File: src/core/spw_pkg.sv
// Shared constants, register map and frame helpers for the port traffic control block
package spw_pkg;
	// ==========================================
	// Sizes
	localparam int NPORT = 9; // Wire ports 0..8
	localparam int NDEST = 10; // Wire ports plus management port
	localparam logic [3:0] MGMT_PORT = 4'h9; // Management port number
	// ==========================================
	// Register offsets (byte addresses)
	localparam logic [7:0] REG_SYS_CTRL = 8'h00;
	localparam logic [7:0] REG_SYS_TEST = 8'h04;
	localparam logic [7:0] REG_FLOW_THRESH = 8'h08;
	localparam logic [7:0] REG_PAUSE_10 = 8'h0C;
	localparam logic [7:0] REG_PAUSE_100 = 8'h10;
	localparam logic [7:0] REG_MIRROR = 8'h14;
	localparam logic [7:0] REG_UPLINK = 8'h18;
	localparam logic [7:0] REG_UNK_UNI = 8'h1C;
	localparam logic [7:0] REG_UNK_MULTI = 8'h20;
	localparam logic [7:0] REG_TAG_CTRL = 8'h24;
	localparam logic [7:0] REG_CODING_CTRL = 8'h28;
	localparam logic [7:0] REG_STA_LO = 8'h2C;
	localparam logic [7:0] REG_STA_HI = 8'h30;
	localparam logic [7:0] REG_STATUS = 8'h34;
	localparam logic [1:0] TAG_REGION = 2'b01; // port_vlan_tag_reg at 0x40 + 4*port
	// vlan_member_mask entries at 0x80 + 4*vlan, write only
	// ==========================================
	// Field positions
	localparam int CTRL_FLOW_BIT = 0;
	localparam int CTRL_MIRR_BIT = 1;
	localparam int TEST_DPWRAP_BIT = 12;
	localparam int TEST_KEEP0_BIT = 13;
	localparam int TEST_KEEP8_BIT = 14;
	localparam int HI_HALF_LSB = 16; // Strip mask and coding loopback
	localparam int STAT_CONG_BIT = 16;
	// ==========================================
	// Reset values
	localparam logic [10:0] FLOW_THRESH_RST = 11'h040;
	localparam logic [15:0] PAUSE_TIME_RST = 16'h0000;
	localparam logic [9:0] UNK_MASK_RST = 10'h3FF;
	// ==========================================
	// Timing: one pause quantum is 512 bit times
	localparam int CLK_PERIOD_PS = 25000;
	localparam int QUANTUM_BITS = 512;
	localparam int QUANTUM_NS_10 = QUANTUM_BITS * 100;
	localparam int QUANTUM_NS_100 = QUANTUM_BITS * 10;
	localparam int Q10_CYC = (QUANTUM_NS_10 * 1000 + CLK_PERIOD_PS - 1) / CLK_PERIOD_PS;
	localparam int Q100_CYC = (QUANTUM_NS_100 * 1000 + CLK_PERIOD_PS - 1) / CLK_PERIOD_PS;
	// ==========================================
	// Pause frame layout
	localparam logic [47:0] PF_DEST = 48'h0180_C200_0001;
	localparam logic [15:0] PF_TYPE = 16'h8808;
	localparam logic [15:0] PF_OPCODE = 16'h0001;
	localparam logic [5:0] PF_LAST_IDX = 6'h3F; // 64 bytes
	localparam logic [5:0] PF_CRC_IDX = 6'h3C; // First check byte
	localparam logic [31:0] CRC_POLY = 32'hEDB8_8320;
	localparam logic [31:0] CRC_INIT = 32'hFFFF_FFFF;

	// Header and pad byte at a frame index, most significant byte first
	function automatic logic [7:0] pf_byte(input logic [5:0] idx, input logic [47:0] sta,
		input logic [15:0] pt);
		logic [143:0] hdr;
		hdr = {PF_DEST, sta, PF_TYPE, PF_OPCODE, pt};
		if (idx < 6'h12) begin
			pf_byte = hdr[143 - 8 * idx -: 8];
		end else begin
			pf_byte = 8'h00;
		end
	endfunction : pf_byte

	// Reflected check sum update by one byte, low bit first
	function automatic logic [31:0] crc_upd(input logic [31:0] c, input logic [7:0] b);
		logic [31:0] r;
		r = c;
		for (int i = 0; i < 8; i++) begin
			r = ((r[0] ^ b[i]) != 1'b0) ? ((r >> 1) ^ CRC_POLY) : (r >> 1);
		end
		crc_upd = r;
	endfunction : crc_upd

	// Quanta to wait before a resend: 80 percent, rounded up
	function automatic logic [15:0] thr80(input logic [15:0] pt);
		logic [18:0] p;
		p = ({3'b000, pt} << 2) + 19'h0_0004;
		thr80 = 16'(p / 19'h0_0005);
	endfunction : thr80
endpackage : spw_pkg

File: src/core/spw_traffic_ctrl.sv
// Pause frame sender, wrap test control, frame steering and traffic mirroring
// How it works
// - Congestion sends pause, now or after frame
// - Pause time chosen by port speed
// - Still congested at 80 percent: resend
// - Zero pause time at a speed: none
// - Reception continues normally after pause sent
// - Own pause sent even while paused
// - Internal wrap loops selected ports back
// - Port 0 or 8 may stay out
// - Insert own tag on receive, strip on send
// - Unknown: VLAN mask AND unknown mask
// - Looped frame retagged with port VLAN (code ignores loop_en: retags only rx_ins ports and the management port)
// - Internal wrap ignores PHY link state
// - Duplex wrap forces full duplex
// - Coding loopback in PMA mode: external wrap
// - Mirror enable copies port traffic to uplink
// - Only the named trunk member mirrored
// - Flagged unicast destination copied to uplink
// - Pause frame fields in fixed layout
// - Pause frames exactly 64 bytes
// - Pause needs negotiation, full duplex, flow enable
// - Pause quantum is 512 bit times
//
// Implementation choices: the plain strobed port and the register offsets.
`timescale 1ns/1ps
module spw_traffic_ctrl (
	// Clock and reset
	input wire logic ref_clk,
	input wire logic rst,
	// Register port
	input wire logic [7:0] reg_addr,
	input wire logic [31:0] reg_wdata,
	input wire logic reg_wr,
	input wire logic reg_rd,
	output logic [31:0] reg_rdata_q,
	// PHY status pins
	input wire logic [8:0] phy_link,
	input wire logic [8:0] phy_full_duplex,
	input wire logic [8:0] phy_pause_ok,
	input wire logic [8:0] phy_speed100,
	// Buffer manager and transmit MACs
	input wire logic [10:0] free_buf_count,
	input wire logic [8:0] tx_busy,
	// Pause frame byte stream
	output logic pf_valid_q,
	output logic [3:0] pf_port_q,
	output logic [7:0] pf_data_q,
	output logic pf_last_q,
	// Route request
	input wire logic rt_req,
	input wire logic [3:0] rt_src,
	input wire logic [11:0] rt_vid,
	input wire logic rt_mcast,
	input wire logic rt_known,
	input wire logic [9:0] rt_known_mask,
	input wire logic rt_copy_uplink,
	// Route answer
	output logic route_valid_q,
	output logic [9:0] route_mask_q,
	output logic [11:0] route_vid_q,
	// Port modes
	output logic [8:0] loop_en_q,
	output logic [8:0] full_duplex_q,
	output logic [8:0] port_up_q,
	output logic [8:0] tag_strip_q,
	output logic [8:0] external_wrap_out_q
);
	// ==========================================
	// State
	typedef struct packed {
		logic [1:0] sys_ctrl; // Flow and mirror enables
		logic [14:0] sys_test; // Wrap controls
		logic [10:0] thresh; // Free buffer threshold
		logic [15:0] pt10, pt100; // Pause time per speed
		logic [3:0] mirror, uplink; // Mirrored and uplink ports
		logic [9:0] unk_uni, unk_multi; // Unknown destination masks
		logic [8:0] rx_ins, tx_strip; // Tag insert and strip
		logic [8:0] pma, pcs_lb; // coding_sublayer_ctrl
		logic [47:0] sta; // Station address
		logic [9:0][11:0] tag; // port_vlan_tag_reg per port
		logic [35:0] phy_s1, phy_s2; // Pin synchroniser
		logic congested; // Below threshold last cycle
		logic [8:0] pend, armed; // Pause queued, resend timer live
		logic [8:0][15:0] remain; // Quanta left before resend check
		logic [11:0] div10; // Quantum divider, slow ports
		logic [7:0] div100; // Quantum divider, fast ports
		logic pf_valid, pf_last; // Stream flags
		logic [3:0] pf_port; // Port taking the frame
		logic [5:0] pf_idx; // Byte index
		logic [7:0] pf_data; // Byte out
		logic [15:0] pf_time; // Pause time in the frame
		logic [31:0] crc; // Running check sum
		logic r1_v, r1_mcast, r1_known, r1_copy; // Route stage one
		logic [3:0] r1_src;
		logic [9:0] r1_kmask;
		logic [11:0] r1_vid;
		logic route_valid; // Route answer
		logic [9:0] route_mask;
		logic [11:0] route_vid;
		logic [8:0] loop_en, fdx, port_up, ewrap; // Port modes
		logic [31:0] rdata; // Read data
	} spw_state_t;
	spw_state_t s, d;

	logic [9:0] mem_q; // VLAN member mask read
	logic [4:0] mem_raddr; // VLAN index of the request
	logic mem_we; // Mask write strobe

	// VLAN member masks, indexed by the low VID bits
	spw_vlan_mem u_mem (
		.ref_clk(ref_clk),
		.rst(rst),
		.we(mem_we),
		.waddr(reg_addr[6:2]),
		.wdata(reg_wdata[9:0]),
		.raddr(mem_raddr),
		.rdata_q(mem_q)
	);

	// ==========================================
	// Next state
	always_comb begin
		logic [8:0] lnk, fd, pok, spd, el, lp;
		logic [15:0] pt;
		logic tick10, tick100, cong, onset, start, up;
		logic [3:0] sel;
		logic [5:0] nidx;
		logic [7:0] nb;
		logic [9:0] m;
		d = s;
		el = 9'h000;
		lp = 9'h000;
		m = 10'h000;
		nidx = 6'h00;
		tick10 = 1'b0;
		tick100 = 1'b0;
		cong = 1'b0;
		onset = 1'b0;
		up = 1'b0;
		lnk = s.phy_s2[8:0];
		fd = s.phy_s2[17:9];
		pok = s.phy_s2[26:18];
		spd = s.phy_s2[35:27];
		pt = 16'h0000;
		nb = 8'h00;
		sel = 4'h0;
		start = 1'b0;
		// Pins pass two flops before use
		d.phy_s1 = {phy_speed100, phy_pause_ok, phy_full_duplex, phy_link};
		d.phy_s2 = s.phy_s1;
		// Register writes; mask memory from 0x80 up
		mem_we = reg_wr && reg_addr[7];
		if (reg_wr && !reg_addr[7]) begin
			case (reg_addr)
				spw_pkg::REG_SYS_CTRL: d.sys_ctrl = reg_wdata[1:0];
				spw_pkg::REG_SYS_TEST: d.sys_test = reg_wdata[14:0];
				spw_pkg::REG_FLOW_THRESH: d.thresh = reg_wdata[10:0];
				spw_pkg::REG_PAUSE_10: d.pt10 = reg_wdata[15:0];
				spw_pkg::REG_PAUSE_100: d.pt100 = reg_wdata[15:0];
				spw_pkg::REG_MIRROR: d.mirror = reg_wdata[3:0];
				spw_pkg::REG_UPLINK: d.uplink = reg_wdata[3:0];
				spw_pkg::REG_UNK_UNI: d.unk_uni = reg_wdata[9:0];
				spw_pkg::REG_UNK_MULTI: d.unk_multi = reg_wdata[9:0];
				spw_pkg::REG_TAG_CTRL: begin
					d.rx_ins = reg_wdata[8:0];
					d.tx_strip = reg_wdata[spw_pkg::HI_HALF_LSB +: 9];
				end
				spw_pkg::REG_CODING_CTRL: begin
					d.pma = reg_wdata[8:0];
					d.pcs_lb = reg_wdata[spw_pkg::HI_HALF_LSB +: 9];
				end
				spw_pkg::REG_STA_LO: d.sta[31:0] = reg_wdata;
				spw_pkg::REG_STA_HI: d.sta[47:32] = reg_wdata[15:0];
				default: begin
					// Port tag region
					if (reg_addr[7:6] == spw_pkg::TAG_REGION && reg_addr[5:2] < 4'hA) begin
						d.tag[reg_addr[5:2]] = reg_wdata[11:0];
					end
				end
			endcase
		end
		// Read data, one cycle after the strobe; unmapped reads zero
		d.rdata = 32'h0000_0000;
		if (reg_rd) begin
			case (reg_addr)
				spw_pkg::REG_SYS_CTRL: d.rdata = {30'h0000_0000, s.sys_ctrl};
				spw_pkg::REG_SYS_TEST: d.rdata = {17'h0_0000, s.sys_test};
				spw_pkg::REG_FLOW_THRESH: d.rdata = {21'h00_0000, s.thresh};
				spw_pkg::REG_PAUSE_10: d.rdata = {16'h0000, s.pt10};
				spw_pkg::REG_PAUSE_100: d.rdata = {16'h0000, s.pt100};
				spw_pkg::REG_MIRROR: d.rdata = {28'h000_0000, s.mirror};
				spw_pkg::REG_UPLINK: d.rdata = {28'h000_0000, s.uplink};
				spw_pkg::REG_UNK_UNI: d.rdata = {22'h00_0000, s.unk_uni};
				spw_pkg::REG_UNK_MULTI: d.rdata = {22'h00_0000, s.unk_multi};
				spw_pkg::REG_TAG_CTRL: d.rdata = {7'h00, s.tx_strip, 7'h00, s.rx_ins};
				spw_pkg::REG_CODING_CTRL: d.rdata = {7'h00, s.pcs_lb, 7'h00, s.pma};
				spw_pkg::REG_STA_LO: d.rdata = s.sta[31:0];
				spw_pkg::REG_STA_HI: d.rdata = {16'h0000, s.sta[47:32]};
				spw_pkg::REG_STATUS: d.rdata = {15'h0000, s.congested, 7'h00, s.pend};
				default: begin
					if (reg_addr[7:6] == spw_pkg::TAG_REGION && reg_addr[5:2] < 4'hA) begin
						d.rdata = {20'h0_0000, s.tag[reg_addr[5:2]]};
					end
				end
			endcase
		end
		// Port modes
		lp = s.sys_test[8:0];
		if (s.sys_test[spw_pkg::TEST_KEEP0_BIT]) begin
			lp[0] = 1'b0;
		end
		if (s.sys_test[spw_pkg::TEST_KEEP8_BIT]) begin
			lp[8] = 1'b0;
		end
		d.loop_en = lp;
		d.fdx = fd | {9{s.sys_test[spw_pkg::TEST_DPWRAP_BIT]}};
		d.port_up = lnk | lp;
		d.ewrap = s.pma & s.pcs_lb;
		// Quantum dividers, one pulse per 512 bit times
		tick10 = (s.div10 == 12'(spw_pkg::Q10_CYC - 1));
		tick100 = (s.div100 == 8'(spw_pkg::Q100_CYC - 1));
		d.div10 = tick10 ? 12'h000 : s.div10 + 12'h001;
		d.div100 = tick100 ? 8'h00 : s.div100 + 8'h01;
		// Congestion and its onset
		cong = (free_buf_count < s.thresh);
		onset = cong && !s.congested;
		d.congested = cong;
		// Per port eligibility, queueing and resend timer
		for (int i = 0; i < spw_pkg::NPORT; i++) begin
			pt = spd[i] ? s.pt100 : s.pt10;
			el[i] = s.sys_ctrl[spw_pkg::CTRL_FLOW_BIT] && d.fdx[i] && pok[i]
				&& (pt != 16'h0000);
			// Own pause goes out regardless of any received pause
			up = spd[i] ? tick100 : tick10;
			if (!el[i]) begin
				d.pend[i] = 1'b0;
				d.armed[i] = 1'b0;
			end else begin
				// Queued or streaming already: no extra frame
				if (onset && !(s.pf_valid && s.pf_port == 4'(i))) begin
					d.pend[i] = 1'b1;
				end
				if (s.armed[i]) begin
					if (s.remain[i] == 16'h0000) begin
						d.armed[i] = 1'b0;
						d.pend[i] = d.pend[i] | cong;
					end else if (up) begin
						d.remain[i] = s.remain[i] - 16'h0001;
					end
				end
			end
		end
		// Pick the lowest queued port whose transmitter is idle
		for (int i = spw_pkg::NPORT - 1; i >= 0; i--) begin
			if (s.pend[i] && el[i] && !tx_busy[i]) begin
				start = 1'b1;
				sel = 4'(i);
			end
		end
		// Pause frame stream, one byte a cycle, 64 bytes
		nidx = s.pf_idx + 6'h01;
		if (s.pf_valid) begin
			if (s.pf_last) begin
				d.pf_valid = 1'b0;
				d.pf_last = 1'b0;
			end else begin
				nb = spw_pkg::pf_byte(nidx, s.sta, s.pf_time);
				if (nidx >= spw_pkg::PF_CRC_IDX) begin
					nb = ~s.crc[8 * (nidx - spw_pkg::PF_CRC_IDX) +: 8];
				end else begin
					d.crc = spw_pkg::crc_upd(s.crc, nb);
				end
				d.pf_idx = nidx;
				d.pf_data = nb;
				d.pf_last = (nidx == spw_pkg::PF_LAST_IDX);
			end
		end else if (start) begin
			pt = spd[sel] ? s.pt100 : s.pt10;
			d.pend[sel] = 1'b0;
			d.armed[sel] = 1'b1;
			// Spare quantum covers the free-running divider phase
			d.remain[sel] = spw_pkg::thr80(pt) + 16'h0001;
			d.pf_valid = 1'b1;
			d.pf_port = sel;
			d.pf_idx = 6'h00;
			d.pf_time = pt;
			nb = spw_pkg::pf_byte(6'h00, s.sta, pt);
			d.pf_data = nb;
			d.crc = spw_pkg::crc_upd(spw_pkg::CRC_INIT, nb);
		end
		// Route stage one: own tag replaces the frame tag on receive
		d.r1_v = rt_req; // Pause state never blocks reception
		d.r1_src = rt_src;
		d.r1_mcast = rt_mcast;
		d.r1_known = rt_known;
		d.r1_kmask = rt_known_mask;
		d.r1_copy = rt_copy_uplink;
		d.r1_vid = rt_vid;
		if (rt_src == spw_pkg::MGMT_PORT) begin
			d.r1_vid = s.tag[spw_pkg::MGMT_PORT];
		end else if (rt_src < spw_pkg::MGMT_PORT && s.rx_ins[rt_src]) begin
			d.r1_vid = s.tag[rt_src];
		end
		mem_raddr = d.r1_vid[4:0];
		// Route stage two: destinations plus uplink copies
		m = s.r1_known ? s.r1_kmask : (mem_q & (s.r1_mcast ? s.unk_multi : s.unk_uni));
		// Only the named port is compared, never its trunk mates
		if (s.sys_ctrl[spw_pkg::CTRL_MIRR_BIT] && s.mirror < 4'hA
			&& (s.r1_src == s.mirror || m[s.mirror])) begin
			if (s.uplink < 4'hA) begin
				m[s.uplink] = 1'b1;
			end
		end
		if (s.r1_copy && !s.r1_mcast && s.uplink < 4'hA) begin
			m[s.uplink] = 1'b1;
		end
		d.route_valid = s.r1_v;
		d.route_mask = s.r1_v ? m : s.route_mask;
		d.route_vid = s.r1_v ? s.r1_vid : s.route_vid;
	end

	// ==========================================
	// Register the state
	always_ff @(posedge ref_clk) begin
		if (rst) begin
			s <= '0;
			s.thresh <= spw_pkg::FLOW_THRESH_RST;
			s.pt10 <= spw_pkg::PAUSE_TIME_RST;
			s.pt100 <= spw_pkg::PAUSE_TIME_RST;
			s.unk_uni <= spw_pkg::UNK_MASK_RST;
			s.unk_multi <= spw_pkg::UNK_MASK_RST;
		end else begin
			s <= d;
		end
	end

	// Outputs straight from the state flops
	assign reg_rdata_q = s.rdata;
	assign pf_valid_q = s.pf_valid;
	assign pf_port_q = s.pf_port;
	assign pf_data_q = s.pf_data;
	assign pf_last_q = s.pf_last;
	assign route_valid_q = s.route_valid;
	assign route_mask_q = s.route_mask;
	assign route_vid_q = s.route_vid;
	assign loop_en_q = s.loop_en;
	assign full_duplex_q = s.fdx;
	assign port_up_q = s.port_up;
	assign tag_strip_q = s.tx_strip;
	assign external_wrap_out_q = s.ewrap;

	// ==========================================
	// Checks
	logic [8:0] busy_h; // Transmit busy one cycle back
	logic [8:0] ewrap_h; // Wrap request of the last coding write
	// Helper flops for the checks below
	always_ff @(posedge ref_clk) begin
		busy_h <= tx_busy;
		if (reg_wr && reg_addr == spw_pkg::REG_CODING_CTRL) begin
			ewrap_h <= reg_wdata[8:0] & reg_wdata[spw_pkg::HI_HALF_LSB +: 9];
		end
	end
endmodule : spw_traffic_ctrl

File: src/core/spw_vlan_mem.sv
// Small memory of VLAN member masks with a registered read port
`timescale 1ns/1ps
module spw_vlan_mem (
	// Clock and reset
	input wire logic ref_clk,
	input wire logic rst,
	// Write port
	input wire logic we,
	input wire logic [4:0] waddr,
	input wire logic [9:0] wdata,
	// Read port, data one cycle later
	input wire logic [4:0] raddr,
	output logic [9:0] rdata_q
);
	// ==========================================
	// State
	typedef struct packed {
		logic [31:0][9:0] mem; // One destination mask per VLAN
		logic [9:0] rd; // Read data register
	} spw_mem_t;
	spw_mem_t s, d;

	// Next state
	always_comb begin
		d = s;
		if (we) begin
			d.mem[waddr] = wdata;
		end
		d.rd = s.mem[raddr];
	end

	// Register with synchronous reset
	always_ff @(posedge ref_clk) begin
		if (rst) begin
			s <= '0;
		end else begin
			s <= d;
		end
	end

	assign rdata_q = s.rd;
endmodule : spw_vlan_mem

File: config.mk
export PLATFORM = sky130hd
export DESIGN_NAME = spw_traffic_ctrl
export DESIGN_NICKNAME = d
export VERILOG_FILES = /design/src/core/spw_pkg.sv /design/src/core/spw_traffic_ctrl.sv /design/src/core/spw_vlan_mem.sv
export SDC_FILE = /design/constraint.sdc
export NUM_CORES = 2
export LEC_CHECK = 0
export ABC_AREA = 1
export BUFFER_PORTS_ARGS = -buffer_cell sky130_fd_sc_hd__clkbuf_2
export CORE_MARGIN = 10
export CORE_UTILIZATION = 35
export CTS_CLUSTER_DIAMETER = 100
export DETAILED_ROUTE_END_ITERATION = 12
export PLACE_DENSITY_LB_ADDON = 0.25
export SLEW_MARGIN = 20
export SYNTH_ARGS = -nofsm -noshare
export SYNTH_HDL_FRONTEND = slang
export SYNTH_HIERARCHICAL = 1
export SYNTH_SLANG_ARGS = --single-unit
File: constraint.sdc
create_clock -name ref_clk -period 43.5 [get_ports ref_clk]
set_input_delay 6.525 -clock ref_clk [delete_from_list [all_inputs] [get_ports ref_clk]]
set_output_delay 6.525 -clock ref_clk [all_outputs]
set_load 0.02 [all_outputs]
After elaboration in Yosys (flattened, before gate mapping)
Cells that the tools add are included.
- bits in registers: 1066
- word-level logic and storage cells: 569
- output and inout bits: 114
- input bits: 130
- magnitude comparators: 18
- div/mod/pow operators: 1
- mux-type cells: 215
- eq/ne operators: 29
- shift operators: 2
- bitwise operators: 52
- reduce and logical (&&, ||, !) cells: 140
- $add $sub $neg: 16
- operators with widths (kind ; count):
    $mux 16 ; 47
    $mux 32 ; 19
    $pmux 32 s14 ; 1
    $mux 162 ; 2
    $bwmux 320 ; 1
    $not 13->14 ; 15
    $shiftx 151x33->8 ; 1
    $bwmux 144 ; 1
    $logic_not 16->1 ; 9
    $reduce_bool 16->1 ; 9
    $sub 16x1->16 const B ; 9
    $bwmux 120 ; 1
    $mux 1 ; 101
    $bmux 12 s4 ; 2
    $logic_and 1x1->1 ; 76
    $mux 12 ; 6
    $mux 10 ; 7
    $demux 16 s4 ; 1
    $mux 62 ; 1
    $bmux 10 s5 ; 1
    $demux 10 s5 ; 1
    $demux 12 s4 ; 1
    $eq 8x6->1 const B ; 6
    $mux 8 ; 6
    other kinds (52) ; 149

Longest topological paths before layout
- depth in word-level cells: 34
- depth in mapped cells: 139
- gate-level depth less buffers: 134

Cells and area by module
The synthesis kept the hierarchy.
- by module, submodules not included (module ; area an instance (µm²) ; sequential area each (µm²) ; times used ; cells an instance):
    spw_traffic_ctrl ; 41647.4 ; 14734.1 ; 1 ; 5994
    spw_vlan_mem ; 14679.1 ; 6606.3 ; 1 ; 2237

Worst setup path before layout
Ideal clock, no wire load.
- kind: input to register
- from: in tx_busy[6]
- to: reg s[255] (netlist name)
- arrival: 19207 ps
- stages on the path: 125
- library setup time: 116 ps
- data required time: 43384 ps
- buffers on the path: 8
- slack: 24177 ps
- cell sequence: nor2_1 nand4_1 nand2_1 nand2_1 nand2_1 nand2_1 nand2_1 nand2_2 nand2_2 nand2_1 nand3_1 nand3b_4 nand3_4 nand2_1 nand2_4 ha_1 nand2_4 inv_2 (+89 left out) nand2_1 nand2_1 nand2_1 nand2_2 nor2_2 nand3_4 buf_2 ha_1 inv_1 nor2_2 nand3_2 nor2_4 nand3_4 nor3_2 xor2_2 nand2_1 o211ai_1 inv_1
- RTL lines (what ; RTL line ; RTL):
    start: declaration ; spw_traffic_ctrl.sv:44 ; input wire logic [8:0] tx_busy,

==> results.txt <==
- Result of the run: complete, no violations
- Sequential-to-total area share from yosys stat: between 30 and 40%
- Setup violations remaining at the end of the flow were counted as 0.
- The number of cells on the worst reg-to-reg path is ~110.
- In this run, post-CTS hold repair placed 0 buffers.
- The worst register-to-register path ends at s[217]$_SDFF_PP0_.
* HPWL after DPL: between 100,000 and 150,000 um
* Maximum capacitance violations: 0
- Before antenna repair, the detailed router went through 5 iterations.
- Number of inserted diodes: 0
- The startpoint identified for the worst hold timing path is d[378]$_SDFF_PP0_.
* Highest clock rate: between 40 and 50 MHz
- H-tree depth: 4
* Leading cell types in the layout, fill and taps excluded: sky130_fd_sc_hd__nor2_1, sky130_fd_sc_hd__nand2_1, sky130_fd_sc_hd__dfxtp_1
- Gp weighted congestion: 0.936
- In this run the critical register-to-register path is launched from s[731]$_SDFFE_PP0P_.
- Headroom to the max-slew limit: 24.9%
- Share of the clock period used by the worst path after layout: 52.7%
- For this block, the routed nets add up to 208,000 um of wire.
* Data arrival time of the worst path: approximately 24 ns
- A synthesized cell averages slightly below 7 um2.
* Starting density of the core: between 30% and 40%
* Overall routing resource usage: between 20% and 30%
* Most common library cell in the layout ignoring fill and taps: sky130_fd_sc_hd__nor2_1
- In this run the worst path has a maximum fanout of 26.
* Slowest library cell on the worst path: sky130_fd_sc_hd__xor2_2
* Number of instances in the synthesized netlist: 8,231
* Count of flip-flops with a built-in enable after synthesis: 0
* Crit end category: flip-flop
- Gates resized during post-CTS repair numbered 0.
* Critical Setup Path Class: in -> reg
* Post-route minimum period: 22.94 ns
- During placement, the flow inserted port buffers numbering around 240.
* Total number of vias: approximately 55,000
- Setup repair after global routing left no endpoint under its margin.
* Final routed DRC violation total: 0
* FILL cells: ~17,000
* Mapped Area: roughly 56,000 um2
- Worst slack after detailed placement: ~20 ns
* Type of origin of the critical path: primary input
* Class of the worst hold path: reg -> reg
- The number of clock buffers added by TritonCTS is roughly 130.
- The floorplan step defined a core boundary enclosing about 160,000 um2.
- After detailed routing, the number of vias per cell comes to roughly 5.2.
- The number of antenna violations at the first check in global routing came to 9.
- The die covers 177,000 um2.
- Depth of the worst hold-timing path: 2
- Top cell type's share of synthesized area: 37.9%
- Yosys cell types: between 70 and 80
- The most numerous cell type found on the critical path is sky130_fd_sc_hd__nand2_1.
- For the pin with the worst max-slew slack, the measured transition is between 1 and 1.5 ns.
* Cell at the root of the clock tree: sky130_fd_sc_hd__clkbuf_16
* Worst setup skew after layout: around 0.050 ns
* FF+latch count, synth: 1,066
- Clock slew seen by the registers of the worst setup and hold paths: 0.06 ns
- During synthesis, Yosys emitted a total of 6 warnings.
- For the worst setup path, the data required time is 44.15 ns.
- The die is between 400 and 500 um tall.
- Sum Neg Setup Slack: 0 ns
* Fin. max-slew vios: 0
- For this run, the post-layout net count is 8,314.
- GRT overflow: 0
* Register-to-register path setup slack: between 20 and 25 ns
- The first global-routing pass estimated between 300,000 and 400,000 um of wire.
- After the first detailed-routing iteration, the DRC count stood at between 5,000 and 6,000.
- Biggest area consumer among synthesized cells: sky130_fd_sc_hd__dfxtp_1
- Largest delay share family, worst path: simple AND/OR/NAND/NOR gates
- Largest net degree at the start of global routing: approximately 150
* Average wire per standard cell: between 20 and 25 um
- Top cells by area in the synthesized netlist: sky130_fd_sc_hd__dfxtp_1, sky130_fd_sc_hd__nor2_1, sky130_fd_sc_hd__nand2_1, sky130_fd_sc_hd__o21ai_0, sky130_fd_sc_hd__inv_1
- Die Span X: 421 um
- Primary FF master, synth: sky130_fd_sc_hd__dfxtp_1
- TritonCTS built the clock tree.
- The critical path contains buffers and inverters numbering 14 combined.
- The initialized floorplan defines 147 standard-cell rows.
* Net count after synthesis: around 8,400
* Area overhead of the layout relative to synthesis: 10.8%
- Clock Path Buffers: 3
- Fraction of layout cells with a size suffix above 1: between 10% and 20%
- In the synthesized netlist the async set-or-reset flop fraction comes to 0%.
- Setup Fix Bufs, Post-CTS: 0
* Number of global-route vias before repair: ~50,000
* Total number of clock tree sinks: 1,066
* Count of antenna-violating nets left after detailed routing: 0
- # IOs: between 200 and 250
- The number of hold violations in the final report is 0.
- Clock insertion delay at the later pin of the skew report: roughly 0.80 ns
- Destination of the worst hold path: s[378]$_SDFF_PP0_
- Across all setup checks in the final design, the least slack found is slightly above 20 ns.
- The largest single stage delay on the critical path is 0.85 ns.
[Yosys cell counts (10+ instances only)]
master	instances
sky130_fd_sc_hd__o2111ai_1	25
sky130_fd_sc_hd__clkbuf_1	285
sky130_fd_sc_hd__dfxtp_1	1066
sky130_fd_sc_hd__clkinv_1	56
sky130_fd_sc_hd__a22oi_1	28
sky130_fd_sc_hd__nand3_1	543
sky130_fd_sc_hd__nand3b_1	13
sky130_fd_sc_hd__nor2_1	1399
sky130_fd_sc_hd__nand4_1	108
sky130_fd_sc_hd__or2_2	20
sky130_fd_sc_hd__inv_1	767
sky130_fd_sc_hd__nand3_4	10
sky130_fd_sc_hd__xnor2_1	54
sky130_fd_sc_hd__nor2_2	27
sky130_fd_sc_hd__buf_4	136
sky130_fd_sc_hd__o21ai_0	778
sky130_fd_sc_hd__buf_1	15
sky130_fd_sc_hd__o22ai_1	73
sky130_fd_sc_hd__nor4_1	42
sky130_fd_sc_hd__nand3_2	37
sky130_fd_sc_hd__o221ai_1	35
sky130_fd_sc_hd__a21oi_1	439
sky130_fd_sc_hd__ha_1	37
sky130_fd_sc_hd__o21ai_1	37
sky130_fd_sc_hd__a221oi_1	51
sky130_fd_sc_hd__a31oi_1	36
sky130_fd_sc_hd__nand2_2	112
sky130_fd_sc_hd__nand2_1	1391
sky130_fd_sc_hd__buf_2	57
sky130_fd_sc_hd__inv_2	43
sky130_fd_sc_hd__nand2_4	65
sky130_fd_sc_hd__buf_6	20
sky130_fd_sc_hd__xor2_1	137
sky130_fd_sc_hd__nor2_4	21
sky130_fd_sc_hd__nor3_1	76
sky130_fd_sc_hd__o211ai_1	75
[kinds of logic (layout without fill, tap and decap cells)]
kind of cell / after synthesis / after routing / synth area share [%]
AOI/OAI and AO/OA: 1633 / 1633 / 16.3
xor gates and xnor gates: 194 / 194 / 3.06
adders and majority gates: 37 / 37 / 0.822
buffers and inverters: 1403 / 1412 / 10.9
DFF: 1066 / 1066 / 37.9
and+or+nand+nor: 3898 / 3898 / 31.1
[worst max path at each step]
stage                    start                 to  slack, ns  depth (start not counted)
finish              tx_busy[6]  s[217]$_SDFF_PP0_      20.56                        112
CTS                 tx_busy[6]  s[217]$_SDFF_PP0_      20.44                        108
global route        tx_busy[6]  s[313]$_SDFF_PP0_      18.58                        118
global placement    tx_busy[6]  s[313]$_SDFF_PP0_      19.97                        114
floorplan           tx_busy[6]  s[255]$_SDFF_PP0_      24.18                        125
detailed placement  tx_busy[6]  s[217]$_SDFF_PP0_      19.64                        108
[registers in the layout (all words and copies together), names as in the netlist, 4 cells and up]
register and flops:
u_mem/rdata_q 10, route_vid_q 12, pf_data_q 8, s 578, reg_rdata_q 32, external_wrap_out_q 9
u_mem/s 320, tag_strip_q 9, port_up_q 9, full_duplex_q 9, d 44, loop_en_q 9
route_mask_q 10, pf_port_q 4
[cell type report]
class                      count  area (um2)  area share [%]
clock buffer                 184        3750            6.01
tap                         2160        2700            4.33
sequential                  1066       21300            34.2
clock inverter                42         653            1.05
multi-input combinational   5762       28900            46.3
timing repair buffer         310        1750            2.80
inverter                     876        3330            5.34
[per-stage QoR]
| step | hold WS (ns) | util (%) | instance area [um2] | instances |
|---|---|---|---|---|
| finish | 0.404 | 39.0 | 62400 | 10400 |
| global route | 0.418 | 39.0 | 62400 | 10400 |
| CTS | 0.403 | 39.0 | 62400 | 10400 |
| detailed placement | 0.393 | 36.2 | 58000 | 10200 |
| global placement | 0.396 | 36.2 | 58000 | 10200 |
| floorplan | 0.388 | - | 56300 | 8231 |
[metal layers]
layer | share of wire, % | GRT usage (%)
met1 | 43 | 28.7
met2 | 46 | 36.2
met3 | 6.4 | 3.73
met4 | 5.2 | 11.0
met5 | 0.019 | 0
[worst min-delay path, stage by stage (launching register included)]
cell                      delay (ns)
sky130_fd_sc_hd__dfxtp_1        0.29
sky130_fd_sc_hd__inv_1          0.04
sky130_fd_sc_hd__nor2_1         0.03
Power is not shown: default switching activity piles up to over one toggle a cycle in this logic, so the estimate is an artifact.
